## config.mk

```make
export PLATFORM = sky130hd
export DESIGN_NAME = cdlc_top
export DESIGN_NICKNAME = d
export VERILOG_FILES = /design/src/pkg/cdlc_pkg.sv /design/src/verilog/cdlc_top.sv /design/src/verilog/cdlc_sync.sv /design/src/verilog/cdlc_fifo.sv
export SDC_FILE = /design/constraint.sdc
export NUM_CORES = 1
export LEC_CHECK = 0
export BUFFER_PORTS_ARGS = -buffer_cell sky130_fd_sc_hd__buf_2
export CORE_ASPECT_RATIO = 0.8
export CORE_UTILIZATION = 65
export CTS_CLUSTER_DIAMETER = 80
export CTS_CLUSTER_SIZE = 16
export DETAILED_ROUTE_END_ITERATION = 10
export GPL_TIMING_DRIVEN = 0
export PLACE_DENSITY = 0.94
export SLEW_MARGIN = 15
export SYNTH_ARGS = -nofsm -noshare
export SYNTH_HDL_FRONTEND = slang
export SYNTH_SLANG_ARGS = --single-unit
```

## constraint.sdc

```tcl
create_clock -name clk_sys -period 6.73 [get_ports clk_sys]
set_clock_uncertainty 0.1 [all_clocks]
set_input_delay 0.3365 -clock clk_sys [delete_from_list [all_inputs] [get_ports clk_sys]]
set_output_delay 0.3365 -clock clk_sys [all_outputs]
set_load 0.01 [all_outputs]
```

## src/pkg/cdlc_pkg.sv

```systemverilog
// Constants shared by the card data line controller files
package cdlc_pkg;
	// APB address and data widths
	localparam int AW = 8;
	localparam int DW = 32;
	// Register byte offsets
	localparam logic [AW-1:0] A_CTRL0 = 8'h00;
	localparam logic [AW-1:0] A_CTRL1 = 8'h04;
	localparam logic [AW-1:0] A_CTRL2 = 8'h08;
	localparam logic [AW-1:0] A_STATUS = 8'h0c;
	localparam logic [AW-1:0] A_IRQ = 8'h10;
	localparam logic [AW-1:0] A_MASK = 8'h14;
	localparam logic [AW-1:0] A_DATA = 8'h18;
	// Control register 0 fields
	localparam int C0_FMT = 0;
	localparam int C0_MULTI = 1;
	localparam int C0_RPRST = 2;
	localparam int C0_WPRST = 3;
	// Control register 1 fields
	localparam int C1_LEN = 0;
	localparam int C1_DIR = 4;
	localparam int C1_START = 5;
	// Control register 2 fields
	localparam int C2_FLOW = 0;
	localparam int C2_DLY = 1;
	localparam int C2_DCR = 3;
	// Status register fields
	localparam int ST_FMT = 0;
	localparam int ST_CRC = 1;
	localparam int ST_BUSY = 2;
	localparam int ST_H1E = 3;
	localparam int ST_H2E = 4;
	localparam int ST_H1F = 5;
	localparam int ST_H2F = 6;
	localparam int ST_ACT = 7;
	localparam int ST_RUN = 8;
	// Interrupt flag and mask positions
	localparam int IW = 8;
	localparam int I_H1E = 0;
	localparam int I_H2E = 1;
	localparam int I_H1F = 2;
	localparam int I_H2F = 3;
	localparam int I_EOF = 4;
	localparam int I_EOC = 5;
	localparam int I_EOR = 6;
	localparam int I_BUSY = 7;
	// Reset values
	localparam logic [IW-1:0] MASK_RST = 8'hff;
	// Block length limit and write gap, in card clock periods
	localparam logic [3:0] BLEN_MAX = 4'hb;
	localparam logic [3:0] GAP_BASE = 4'h3;
	localparam int GAP_STEP = 2;
	// Line framing
	localparam int HALF_BYTES = 8;
	localparam logic [15:0] CRC_POLY = 16'h1021;
	localparam logic [2:0] TOK_OK = 3'h2;
	localparam logic [2:0] TOK_END = 3'h4;
	localparam logic [3:0] BYTE_REST = 4'h7;
	localparam logic [3:0] CRC_REST = 4'hf;
	localparam logic [3:0] RX_BITS = 4'h8;
endpackage

```

## src/verilog/cdlc_top.sv

```systemverilog
// Operation
// Format bit clear streams, set uses blocks
// Multi-block bit picks single or multiple blocks
// Length is two to code bytes, max 2048
// Direction set transmits, clear receives
// Software preloads up to sixteen bytes first
// Start bit set then cleared starts transfer
// Write waits for good response before sending
// Card busy on data line holds transmission
// Write gap is three plus two per step
// Stream write ends with end bit, flags frame
// Block write flags frame after status token
// Busy mirrored; each busy change sets flag
// Receive end reports end bit and CRC
// Controller reset bit returns machine to idle
// Software times out waiting for read data
// Software drains each full half by eight reads
// Transmit flow control stops clock when empty
// Receive flow control stops clock when full
// Stopped bus freezes until data register access
// Eight maskable interrupt flags
// Unmasked set flag with global enable interrupts
// Reading flag register clears all flags; code clears only the flags the read returned, keeping new events
// Buffer is two halves with full/empty flags
// Pointer reset bits abort buffer transfer
// Halves fill and drain alternately
`timescale 1ns/100ps
`default_nettype none
module cdlc_top (
	input wire logic clk_sys, // System clock, 10 MHz
	input wire logic rst, // Synchronous reset, active high
	input wire logic psel, // APB select
	input wire logic penable, // APB enable
	input wire logic pwrite, // APB write
	input wire logic [cdlc_pkg::AW-1:0] paddr, // APB byte address
	input wire logic [cdlc_pkg::DW-1:0] pwdata, // APB write data
	output logic [cdlc_pkg::DW-1:0] prdata, // APB read data
	output logic pready, // APB ready
	output logic pslverr, // APB error, unmapped address
	input wire logic card_clock, // Card clock as seen on the pin
	input wire logic card_dat_in, // Card data line level
	output logic card_dat_out, // Data driven to the card
	output logic card_dat_oe_n, // Low while driving the data line
	output logic card_clock_run, // Low asks the clock source to stop
	input wire logic resp_done, // Response received, one-cycle pulse
	input wire logic resp_ok, // Response status good, valid with resp_done
	input wire logic cmd_done, // Command sent, one-cycle pulse
	input wire logic irq_global_en, // Global interrupt enable
	output logic irq_req // Interrupt request level
);
	import cdlc_pkg::*;

	typedef enum logic [12:0] {
		S_IDLE = 13'h0001,
		S_WRESP = 13'h0002,
		S_GAP = 13'h0004,
		S_TSTART = 13'h0008,
		S_TDATA = 13'h0010,
		S_TCRC = 13'h0020,
		S_TEND = 13'h0040,
		S_TTOK = 13'h0080,
		S_TBUSY = 13'h0100,
		S_RWAIT = 13'h0200,
		S_RDATA = 13'h0400,
		S_RCRC = 13'h0800,
		S_REND = 13'h1000
	} cdlc_state_e;

	typedef struct packed {
		cdlc_state_e st;
		logic fmt;
		logic multi;
		logic rprst;
		logic wprst;
		logic [3:0] blen;
		logic dir;
		logic startb;
		logic flow;
		logic [1:0] dly;
		logic data_ctrl_reset;
		logic [IW-1:0] mask;
		logic [IW-1:0] flags;
		logic [3:0] lvl;
		logic xdir;
		logic xblk;
		logic xmulti;
		logic [11:0] xlen;
		logic resp_seen;
		logic resp_good;
		logic stop_seen;
		logic fmt_ok;
		logic crc_ok;
		logic busy;
		logic clk_prev;
		logic [3:0] gap;
		logic [3:0] bits;
		logic [11:0] nbytes;
		logic [2:0] tok;
		logic [15:0] crc;
		logic [15:0] sh;
		logic dout;
		logic doe_n;
		logic run;
		logic irq;
		logic [DW-1:0] rdata;
		logic ready;
		logic err;
	} cdlc_regs_s;

	cdlc_regs_s s;
	cdlc_regs_s n;
	logic ck_s;
	logic dat_s;
	logic rise;
	logic fall;
	logic acc;
	logic done;
	logic start_ev;
	logic active;
	logic [IW-1:0] fset;
	logic [IW-1:0] rd_snap;
	logic [3:0] lvl;
	logic [7:0] rx_byte;
	logic push;
	logic pop;
	logic [7:0] push_data;
	logic [7:0] fifo_out;
	logic can_push;
	logic can_pop;
	logic [1:0] hfull;
	logic [1:0] hempty;

	// One CCITT step, shared by the sending and receiving paths
	function automatic logic [15:0] crc_step(input logic [15:0] c, input logic b);
		crc_step = {c[14:0], 1'b0} ^ ((c[15] ^ b) ? CRC_POLY : 16'h0000);
	endfunction

	// Write gap in card clock periods
	function automatic logic [3:0] gap_target(input logic [1:0] d);
		gap_target = GAP_BASE + 4'(GAP_STEP * int'(d));
	endfunction

	// Pin clock and data share one synchroniser
	cdlc_sync #(
		.W(2)
	) u_sync (
		.clk_sys(clk_sys),
		.rst(rst),
		.din({card_clock, card_dat_in}),
		.dout({ck_s, dat_s})
	);

	cdlc_fifo #(
		.HALF(HALF_BYTES)
	) u_fifo (
		.clk_sys(clk_sys),
		.rst(rst),
		.wp_rst(s.wprst),
		.rp_rst(s.rprst),
		.push(push),
		.push_data(push_data),
		.pop(pop),
		.pop_data(fifo_out),
		.can_push(can_push),
		.can_pop(can_pop),
		.half_full(hfull),
		.half_empty(hempty)
	);

	assign rise = ck_s && !s.clk_prev;
	assign fall = !ck_s && s.clk_prev;
	assign active = s.st != S_IDLE;
	assign lvl = {hfull[1], hfull[0], hempty[1], hempty[0]};
	assign rx_byte = {s.sh[6:0], dat_s};
	assign acc = psel && penable;
	assign done = acc && s.ready;
	assign rd_snap = s.rdata[IW-1:0];

	// Register access, transfer machine and flags
	always_comb
	begin
		n = s;
		fset = '0;
		push = 1'b0;
		pop = 1'b0;
		push_data = pwdata[7:0];
		n.clk_prev = ck_s;
		n.lvl = lvl;
		// One wait state: data is captured first, effects land at completion
		n.ready = acc && !s.ready;
		n.err = 1'b0;
		if (acc && !s.ready)
		begin
			n.rdata = '0;
			case (paddr)
				A_CTRL0: n.rdata[3:0] = {s.wprst, s.rprst, s.multi, s.fmt};
				A_CTRL1: n.rdata[5:0] = {s.startb, s.dir, s.blen};
				A_CTRL2: n.rdata[3:0] = {s.data_ctrl_reset, s.dly, s.flow};
				A_STATUS:
				begin
					n.rdata[ST_FMT] = s.fmt_ok;
					n.rdata[ST_CRC] = s.crc_ok;
					n.rdata[ST_BUSY] = s.busy;
					n.rdata[ST_H1E] = hempty[0];
					n.rdata[ST_H2E] = hempty[1];
					n.rdata[ST_H1F] = hfull[0];
					n.rdata[ST_H2F] = hfull[1];
					n.rdata[ST_ACT] = active;
					n.rdata[ST_RUN] = s.run;
				end
				A_IRQ: n.rdata[IW-1:0] = s.flags;
				A_MASK: n.rdata[IW-1:0] = s.mask;
				A_DATA: n.rdata[7:0] = can_pop ? fifo_out : 8'h00;
				default: n.err = 1'b1;
			endcase
		end
		if (done && pwrite)
		begin
			case (paddr)
				A_CTRL0:
				begin
					n.fmt = pwdata[C0_FMT];
					n.multi = pwdata[C0_MULTI];
					n.rprst = pwdata[C0_RPRST];
					n.wprst = pwdata[C0_WPRST];
				end
				A_CTRL1:
				begin
					// Reserved length codes are clamped to the longest block
					n.blen = (pwdata[C1_LEN+:4] > BLEN_MAX) ? BLEN_MAX : pwdata[C1_LEN+:4];
					n.dir = pwdata[C1_DIR];
					n.startb = pwdata[C1_START];
				end
				A_CTRL2:
				begin
					n.flow = pwdata[C2_FLOW];
					n.dly = pwdata[C2_DLY+:2];
					n.data_ctrl_reset = pwdata[C2_DCR];
				end
				A_MASK: n.mask = pwdata[IW-1:0];
				// Writes during reception are dropped to keep the card bytes intact
				A_DATA: push = !(active && !s.xdir);
				default: ;
			endcase
		end
		// Reads during transmission never steal bytes from the sender
		if (done && !pwrite && paddr == A_DATA)
			pop = !(active && s.xdir);
		start_ev = s.startb && !n.startb;
		if (resp_done)
		begin
			n.resp_seen = 1'b1;
			n.resp_good = resp_ok;
		end
		if (cmd_done && active)
			n.stop_seen = 1'b1;
		unique case (s.st)
			S_IDLE:
				if (start_ev)
				begin
					n.xdir = s.dir;
					n.xblk = s.fmt;
					n.xmulti = s.multi;
					n.xlen = 12'h001 << s.blen;
					n.nbytes = '0;
					n.gap = '0;
					n.stop_seen = 1'b0;
					n.fmt_ok = 1'b0;
					n.crc_ok = 1'b0;
					if (!s.dir)
						n.st = S_RWAIT;
					else if (!s.resp_seen)
						n.st = S_WRESP;
					else
					begin
						n.resp_seen = 1'b0;
						n.st = s.resp_good ? S_GAP : S_IDLE;
					end
				end
			S_WRESP:
				if (resp_done)
				begin
					n.resp_seen = 1'b0;
					n.st = resp_ok ? S_GAP : S_IDLE;
				end
			S_GAP:
				if (s.gap != gap_target(s.dly))
				begin
					if (rise)
						n.gap = s.gap + 4'h1;
				end
				else if (dat_s)
					n.st = S_TSTART;
			S_TSTART:
				if (fall)
				begin
					n.dout = 1'b0;
					n.doe_n = 1'b0;
					n.crc = '0;
					n.bits = '0;
					n.nbytes = '0;
					n.st = S_TDATA;
				end
			S_TDATA:
				if (fall && s.bits != '0)
				begin
					n.dout = s.sh[7];
					n.sh = {s.sh[14:0], 1'b0};
					n.bits = s.bits - 4'h1;
					n.crc = crc_step(s.crc, s.sh[7]);
				end
				else if (fall && s.xblk && s.nbytes == s.xlen)
				begin
					n.dout = s.crc[15];
					n.sh = {s.crc[14:0], 1'b0};
					n.bits = CRC_REST;
					n.st = S_TCRC;
				end
				else if (fall && !s.xblk && s.stop_seen)
				begin
					n.dout = 1'b1;
					n.st = S_TEND;
				end
				else if (fall && can_pop)
				begin
					pop = 1'b1;
					n.dout = fifo_out[7];
					n.sh = {8'h00, fifo_out[6:0], 1'b0};
					n.bits = BYTE_REST;
					n.crc = crc_step(s.crc, fifo_out[7]);
					n.nbytes = s.nbytes + 12'h001;
				end
			S_TCRC:
				if (fall && s.bits != '0)
				begin
					n.dout = s.sh[15];
					n.sh = {s.sh[14:0], 1'b0};
					n.bits = s.bits - 4'h1;
				end
				else if (fall)
				begin
					n.dout = 1'b1;
					n.st = S_TEND;
				end
			S_TEND:
				if (fall)
				begin
					n.doe_n = 1'b1;
					n.tok = '0;
					n.sh = '0;
					if (s.xblk)
						n.st = S_TTOK;
					else
					begin
						fset[I_EOF] = 1'b1;
						n.fmt_ok = 1'b1;
						n.st = S_IDLE;
					end
				end
			S_TTOK:
				if (rise && s.tok == '0)
				begin
					if (!dat_s)
						n.tok = 3'h1;
				end
				else if (rise && s.tok != TOK_END)
				begin
					n.sh = {s.sh[14:0], dat_s};
					n.tok = s.tok + 3'h1;
				end
				else if (rise)
				begin
					fset[I_EOF] = 1'b1;
					n.fmt_ok = dat_s;
					n.crc_ok = s.sh[2:0] == TOK_OK;
					n.st = S_TBUSY;
				end
			S_TBUSY:
				if (rise)
				begin
					n.busy = !dat_s;
					if (dat_s)
						n.st = (s.xmulti && !s.stop_seen) ? S_TSTART : S_IDLE;
				end
			S_RWAIT:
				if (rise && !dat_s)
				begin
					n.bits = RX_BITS;
					n.crc = '0;
					n.st = S_RDATA;
				end
				else if (s.stop_seen)
					n.st = S_IDLE;
			S_RDATA:
				if (rise)
				begin
					n.sh = {8'h00, rx_byte};
					n.crc = crc_step(s.crc, dat_s);
					n.bits = s.bits - 4'h1;
					if (s.bits == 4'h1)
					begin
						push = 1'b1;
						push_data = rx_byte;
						n.nbytes = s.nbytes + 12'h001;
						n.bits = RX_BITS;
						if (s.xblk && n.nbytes == s.xlen)
						begin
							n.bits = CRC_REST;
							n.st = S_RCRC;
						end
						else if (!s.xblk && s.stop_seen)
							n.st = S_REND;
					end
				end
			S_RCRC:
				if (rise)
				begin
					n.crc = crc_step(s.crc, dat_s);
					n.bits = s.bits - 4'h1;
					if (s.bits == '0)
						n.st = S_REND;
				end
			S_REND:
				if (rise)
				begin
					fset[I_EOF] = 1'b1;
					n.fmt_ok = dat_s;
					n.crc_ok = s.xblk && s.crc == '0;
					n.nbytes = '0;
					n.st = (s.xblk && s.xmulti && !s.stop_seen) ? S_RWAIT : S_IDLE;
				end
			default: n.st = S_IDLE;
		endcase
		// Controller reset holds the machine idle and frees the line
		if (s.data_ctrl_reset)
		begin
			n.st = S_IDLE;
			n.doe_n = 1'b1;
			n.dout = 1'b1;
			n.busy = 1'b0;
		end
		// Flow control only acts while a transfer is running
		n.run = !(s.flow && active && (s.xdir ? &hempty : &hfull));
		fset[I_BUSY] = n.busy != s.busy;
		fset[I_EOR] = resp_done;
		fset[I_EOC] = cmd_done;
		fset[I_H1E] = lvl[0] && !s.lvl[0];
		fset[I_H2E] = lvl[1] && !s.lvl[1];
		fset[I_H1F] = lvl[2] && !s.lvl[2];
		fset[I_H2F] = lvl[3] && !s.lvl[3];
		// Clearing by read uses the captured value, so a new event is never lost
		n.flags = s.flags | fset;
		if (done && !pwrite && paddr == A_IRQ)
			n.flags = (s.flags & ~rd_snap) | fset;
		n.irq = irq_global_en && |(s.flags & ~s.mask);
	end

	always_ff @(posedge clk_sys)
	begin
		if (rst)
		begin
			s <= '0;
			s.st <= S_IDLE;
			s.mask <= MASK_RST;
			s.dout <= 1'b1;
			s.doe_n <= 1'b1;
			s.run <= 1'b1;
			s.lvl <= 4'h3;
		end
		else
			s <= n;
	end

	assign prdata = s.rdata;
	assign pready = s.ready;
	assign pslverr = s.err;
	assign card_dat_out = s.dout;
	assign card_dat_oe_n = s.doe_n;
	assign card_clock_run = s.run;
	assign irq_req = s.irq;

	irq_raise_a: assert property (@(posedge clk_sys) disable iff (rst)
		(irq_global_en && |(s.flags & ~s.mask)) |=> irq_req)
		else $error("unmasked flag gave no interrupt");
	read_clear_a: assert property (@(posedge clk_sys) disable iff (rst)
		(done && !pwrite && paddr == A_IRQ && fset == '0) |=> (s.flags & $past(rd_snap)) == '0)
		else $error("flag read did not clear");
	tx_dir_a: assert property (@(posedge clk_sys) disable iff (rst)
		(s.st == S_TDATA || s.st == S_TCRC || s.st == S_GAP) |-> s.xdir)
		else $error("transmit state without transmit direction");
	busy_change_a: assert property (@(posedge clk_sys) disable iff (rst)
		(s.busy != $past(s.busy)) |-> s.flags[I_BUSY])
		else $error("busy change not flagged");
	write_gap_a: assert property (@(posedge clk_sys) disable iff (rst)
		(s.st == S_GAP ##1 s.st == S_TSTART) |-> s.gap == gap_target(s.dly))
		else $error("write gap too short");
	tx_flow_a: assert property (@(posedge clk_sys) disable iff (rst)
		(active && s.xdir && s.flow && &hempty) |=> !card_clock_run)
		else $error("clock not stopped with both halves empty");
	rx_flow_a: assert property (@(posedge clk_sys) disable iff (rst)
		(active && !s.xdir && s.flow && &hfull) |=> !card_clock_run)
		else $error("clock not stopped with both halves full");
	stream_crc_a: assert property (@(posedge clk_sys) disable iff (rst)
		(s.st == S_REND && rise && !s.xblk) |=> (!s.crc_ok && s.flags[I_EOF]))
		else $error("stream end reported a CRC status");
	ctrl_reset_a: assert property (@(posedge clk_sys) disable iff (rst)
		s.data_ctrl_reset |=> (s.st == S_IDLE && card_dat_oe_n))
		else $error("controller reset left machine running");
	token_eof_a: assert property (@(posedge clk_sys) disable iff (rst)
		(s.st == S_TTOK && rise && s.tok == TOK_END) |=> (s.flags[I_EOF] && s.st == S_TBUSY))
		else $error("status token did not end the frame");
endmodule
`default_nettype wire

```

## src/verilog/cdlc_sync.sv

```systemverilog
`timescale 1ns/100ps
`default_nettype none
// Two-stage synchroniser for pins from the card side
module cdlc_sync #(
	parameter int W = 2 // Number of bits
) (
	input wire logic clk_sys, // System clock
	input wire logic rst, // Synchronous reset
	input wire logic [W-1:0] din, // Asynchronous inputs
	output logic [W-1:0] dout // Synchronised outputs
);
	import cdlc_pkg::*;

	typedef struct packed {
		logic [W-1:0] meta;
		logic [W-1:0] stab;
	} cdlc_sync_s;

	cdlc_sync_s s;
	cdlc_sync_s n;

	if (W < 1)
	begin : g_chk
		$error("cdlc_sync needs at least one bit");
	end

	// First stage is read only by the second
	always_comb
	begin
		n.meta = din;
		n.stab = s.meta;
	end

	always_ff @(posedge clk_sys)
	begin
		if (rst)
			s <= '0;
		else
			s <= n;
	end

	assign dout = s.stab;
endmodule
`default_nettype wire

```

## src/verilog/cdlc_fifo.sv

```systemverilog
`timescale 1ns/100ps
`default_nettype none
// Data buffer built from two halves, filled and drained in turn
module cdlc_fifo #(
	parameter int HALF = cdlc_pkg::HALF_BYTES // Bytes per half
) (
	input wire logic clk_sys, // System clock
	input wire logic rst, // Synchronous reset
	input wire logic wp_rst, // Hold write pointer at zero
	input wire logic rp_rst, // Hold read pointer at zero
	input wire logic push, // Write a byte
	input wire logic [7:0] push_data, // Byte to write
	input wire logic pop, // Read a byte
	output logic [7:0] pop_data, // Byte at the read pointer
	output logic can_push, // Current write half has room
	output logic can_pop, // Current read half holds data
	output logic [1:0] half_full, // Per-half full levels
	output logic [1:0] half_empty // Per-half empty levels
);
	import cdlc_pkg::*;
	localparam int PW = $clog2(2 * HALF);
	localparam int CW = $clog2(HALF) + 1;

	typedef struct packed {
		logic [2*HALF-1:0][7:0] mem;
		logic [PW-1:0] wp;
		logic [PW-1:0] rp;
		logic [1:0][CW-1:0] cnt;
	} cdlc_fifo_s;

	cdlc_fifo_s s;
	cdlc_fifo_s n;
	logic wh;
	logic rh;
	logic push_ok;
	logic pop_ok;

	if (HALF < 2 || (HALF & (HALF - 1)) != 0)
	begin : g_chk
		$error("cdlc_fifo half size must be a power of two");
	end

	// The top pointer bit names the half, so halves alternate in byte order
	assign wh = s.wp[PW-1];
	assign rh = s.rp[PW-1];
	assign can_push = s.cnt[wh] != CW'(HALF);
	assign can_pop = s.cnt[rh] != '0;
	assign push_ok = push && can_push;
	assign pop_ok = pop && can_pop;
	assign pop_data = s.mem[s.rp];

	// Pointer and per-half count update
	always_comb
	begin
		n = s;
		if (push_ok)
		begin
			n.mem[s.wp] = push_data;
			n.wp = s.wp + 1'b1;
		end
		if (pop_ok)
			n.rp = s.rp + 1'b1;
		for (int i = 0; i < 2; i++)
			n.cnt[i] = s.cnt[i] + CW'(push_ok && wh == 1'(i)) - CW'(pop_ok && rh == 1'(i));
		// A pointer reset abandons whatever was in flight
		if (wp_rst)
		begin
			n.wp = '0;
			n.cnt = '0;
		end
		if (rp_rst)
		begin
			n.rp = '0;
			n.cnt = '0;
		end
	end

	always_ff @(posedge clk_sys)
	begin
		if (rst)
			s <= '0;
		else
			s <= n;
	end

	// Level flags for both halves
	for (genvar g = 0; g < 2; g++)
	begin : g_lvl
		assign half_full[g] = s.cnt[g] == CW'(HALF);
		assign half_empty[g] = s.cnt[g] == '0;
	end
endmodule
`default_nettype wire

```

==> flow_metrics.py <==
metrics = {
    "routing": {
        "ant_nets": 0,
        "routedWlPerCell_um": 23.5,
        "drc": 0,
        "drt_iter0_drc": 2666,
        "avgViaCountPerCell": 7.14,
        "vias": 15700,
        "drtPass1Iterations": 6,
        "wl_um": 51600,
    },
    "power_and_ir_drop": {
        "p_total_mw": 3.52,
        "ir_drop_v": 0.000170,
        "p_per_area_mw_per_mm2": 216,
        "p_leak_nw": 5.69,
    },
    "synthesis": {
        "yosysSeqAreaShare": 0.384,
        "synth_flop_cell": "dfxtp_1",
        "ys.warnings.count": 0,
        "syn_area_sq_mm": 0.0150,
        "ys_async_sr_fraction": 0,
        "synth_cells": 1794,
        "synth_seq_cells": 287,
        "syn_avg_cell_area_sq_um": 8.34,
        "synth_edf_count": 0,
        "ys_types": 88,
    },
    "grt": {
        "grt_pass1_wl_um": 77100,
        "grtUsageTotal": 0.428,
        "antenna_found_initial": 0,
        "grt_max_degree": 17,
        "overflow": 0,
        "grt_pass1_vias": 13500,
    },
    "timing": {
        "max_freq_ghz": 0.202,
        "drv_slew": 0,
        "worst_pin_slew_ps": 1290,
        "setup_viol": 0,
        "rsz0062_at_grt": "false",
        "period_needed_ps": 4960,
        "hold_violations": 0,
        "relSlewSlack": 0.133,
        "period_share": 0.737,
        "fin_tns_setup_ps": 0,
    },
    "outcome": {
        "status": "finished clean",
    },
    "finish": {
        "drive_above_1_share": 0.0933,
        "fillers": 1754,
        "syn_to_final_growth_pct": 8.87,
        "antennaDiodeCount": 0,
        "nets": 1964,
    },
    "place": {
        "dpl.hpwl_um": 38200,
        "portBuffers": 40,
        "globalplace.congestion": 1.07,
    },
    "clock_network": {
        "clkLatencyLatePin_ps": 540,
        "cts_resized": 0,
        "cts.path.max_buffers": 3,
        "root_buffer": "clkbuf_16",
        "cts_buffers": 22,
        "clk_pin_slew_ps": 80,
        "clock-sinks": 287,
        "cts_tree": "built",
        "cts_max_level": 1,
    },
    "critical_path": {
        "worstPathMaxFanout": 10,
        "critPathKind": "reg -> reg",
        "startpoint": "s[149]$_SDFFE_PP1P_",
        "worstSetupStartpointType": "register",
        "r2r-start": "s[149]$_SDFFE_PP1P_",
        "required_ps": 7050,
        "cp.arrival_ps": 5280,
        "worst_setup_path_end_kind": "register",
    },
    "run": {
        "maxCapViolCount": 0,
    },
    "min_path": {
        "worstHoldStart": "irq_global_en",
        "hold_class": "in -> reg",
    },
    "die": {
        "die_area_sq_mm": 0.0236,
        "ios": 89,
        "placementRows": 49,
        "dieWidth_um": 172,
        "start_util": 0.665,
        "die_height_um": 138,
        "core_region_area_sq_mm": 0.0225,
    },
}
## logic make-up after synthesis
| kind of cell | after synthesis | synth area share |
|---|---|---|
| compound gates | 441 | 0.184 |
| xor+xnor | 43 | 0.0252 |
| fa+ha+maj | 27 | 0.0236 |
| buf+inv | 206 | 0.0620 |
| flops | 287 | 0.384 |
| mux | 97 | 0.0791 |
| other cells | 1 | 0.000251 |
| simple gates | 692 | 0.242 |
## layout by cell type, fill, tap and decap left out, types with 9 or more instances in the layout
cell type,n
buf_4,33
nand3_1,173
a211oi_1,23
nand2b_1,17
and4_1,13
a22oi_1,24
clkbuf_16,23
nor2_1,143
nand4_1,41
inv_1,41
or2_2,10
a21oi_1,95
buf_1,14
nor3_1,43
clkbuf_1,105
a221oi_1,20
nand2_1,121
nor4_1,28
buf_2,49
or3_1,9
xnor2_1,29
o21ai_0,174
ha_1,25
xor2_1,14
conb_1,23
nor2b_1,20
dfxtp_1,287
or4_1,15
nor4_2,9
mux2i_1,71
mux2_2,10
mux4_2,16
## synthesized netlist by cell type, types with 13 or more instances
master	number	share of area
a211oi_1	23	0.012
a21oi_1	95	0.032
a221oi_1	20	0.012
a22oi_1	24	0.012
and4_1	13	0.0076
buf_1	14	0.0035
buf_4	32	0.016
clkbuf_1	105	0.026
dfxtp_1	287	0.38
ha_1	25	0.021
inv_1	41	0.010
mux2i_1	71	0.048
mux4_2	16	0.024
nand2_1	121	0.030
nand2b_1	17	0.0071
nand3_1	173	0.058
nand4_1	41	0.017
nor2_1	143	0.036
nor2b_1	20	0.0084
nor3_1	43	0.014
nor4_1	29	0.012
o21ai_0	174	0.058
or4_1	15	0.0075
xnor2_1	29	0.017
xor2_1	14	0.0082
## where the power goes
part | internal [mW] | switching [mW] | leakage, nW
logic | 0.165 | 0.384 | 3.08
clock network | 0.611 | 0.628 | 0.295
registers | 1.71 | 0.0209 | 2.31
total | 2.49 | 1.03 | 5.69
## timing repair
| action | in CTS | in global routing |
|---|---|---|
| hold buffers | 5 | 0 |
| endpoints found under the setup margin | 0 | 0 |
| buffers inserted | 0 | 0 |
| hold endpoints to repair | 5 | 0 |
## layer usage
layer	wire (um)	up-vias	GRT usage
met4	1620	0	0.118
li1	-	6708	-
met2	20900	1428	0.603
met5	0	-	0
met1	20600	7353	0.635
met3	8410	169	0.112
## area by class of cell
type                            instances  area, sq um  share of cell area
Buffer                                163          766              0.0470
Inverter                               43          161             0.00991
Tap cell                              306          383              0.0235
Multi-Input combinational cell       1323         8380               0.514
Clock buffer                           23          576              0.0353
Clock inverter                          2         21.3             0.00131
Timing Repair Buffer                   46          258              0.0158
Sequential cell                       287         5750               0.353
## final timing paths
check                               to  slack [ps]  cells past startpoint
max             u_fifo.s[6]$_SDFF_PP0_        1770                     14
min                 irq_req$_SDFF_PP0_           5                      2
max reg2reg     u_fifo.s[6]$_SDFF_PP0_        1770                     14
min reg2reg  card_clock_run$_SDFF_PP1_         340                      1
## state kept, by name, summed over array words and instances, names as in the netlist
| signal | flops |
|---|---|
| card_clock_run | 1 |
| card_dat_oe_n | 1 |
| card_dat_out | 1 |
| irq_req | 1 |
| prdata | 9 |
| pready | 1 |
| pslverr | 1 |
| rx_byte | 7 |
| s | 117 |
| u_fifo.rh | 1 |
| u_fifo.s | 143 |
| u_sync.dout | 2 |
| u_sync.n | 2 |
## critical path, stage by stage, from the launching register on
cell      delay (ps)
dfxtp_1          300
clkbuf_1         230
nor4_2           850
nand4_1          600
nor2_1           780
a41o_1           370
nand2_1          200
nor2_1           230
ha_1             250
inv_1             60
ha_1             170
inv_1             60
fa_1             390
xor2_1           180
nor2_1            60
## metrics by stage
step	instance area, sq um	setup WS (ps)	cells	utilization	hold WS (ps)
floorplan	15000	3260	1816	-	283
global placement	15600	2120	2162	0.694	316
detailed placement	15600	2120	2163	0.695	315
CTS	16300	2090	2193	0.724	2.27
global route	16300	1700	2193	0.724	0.934
finish	16300	1770	2193	0.724	4.87
Note: power is estimated with default switching activity, not from simulation.
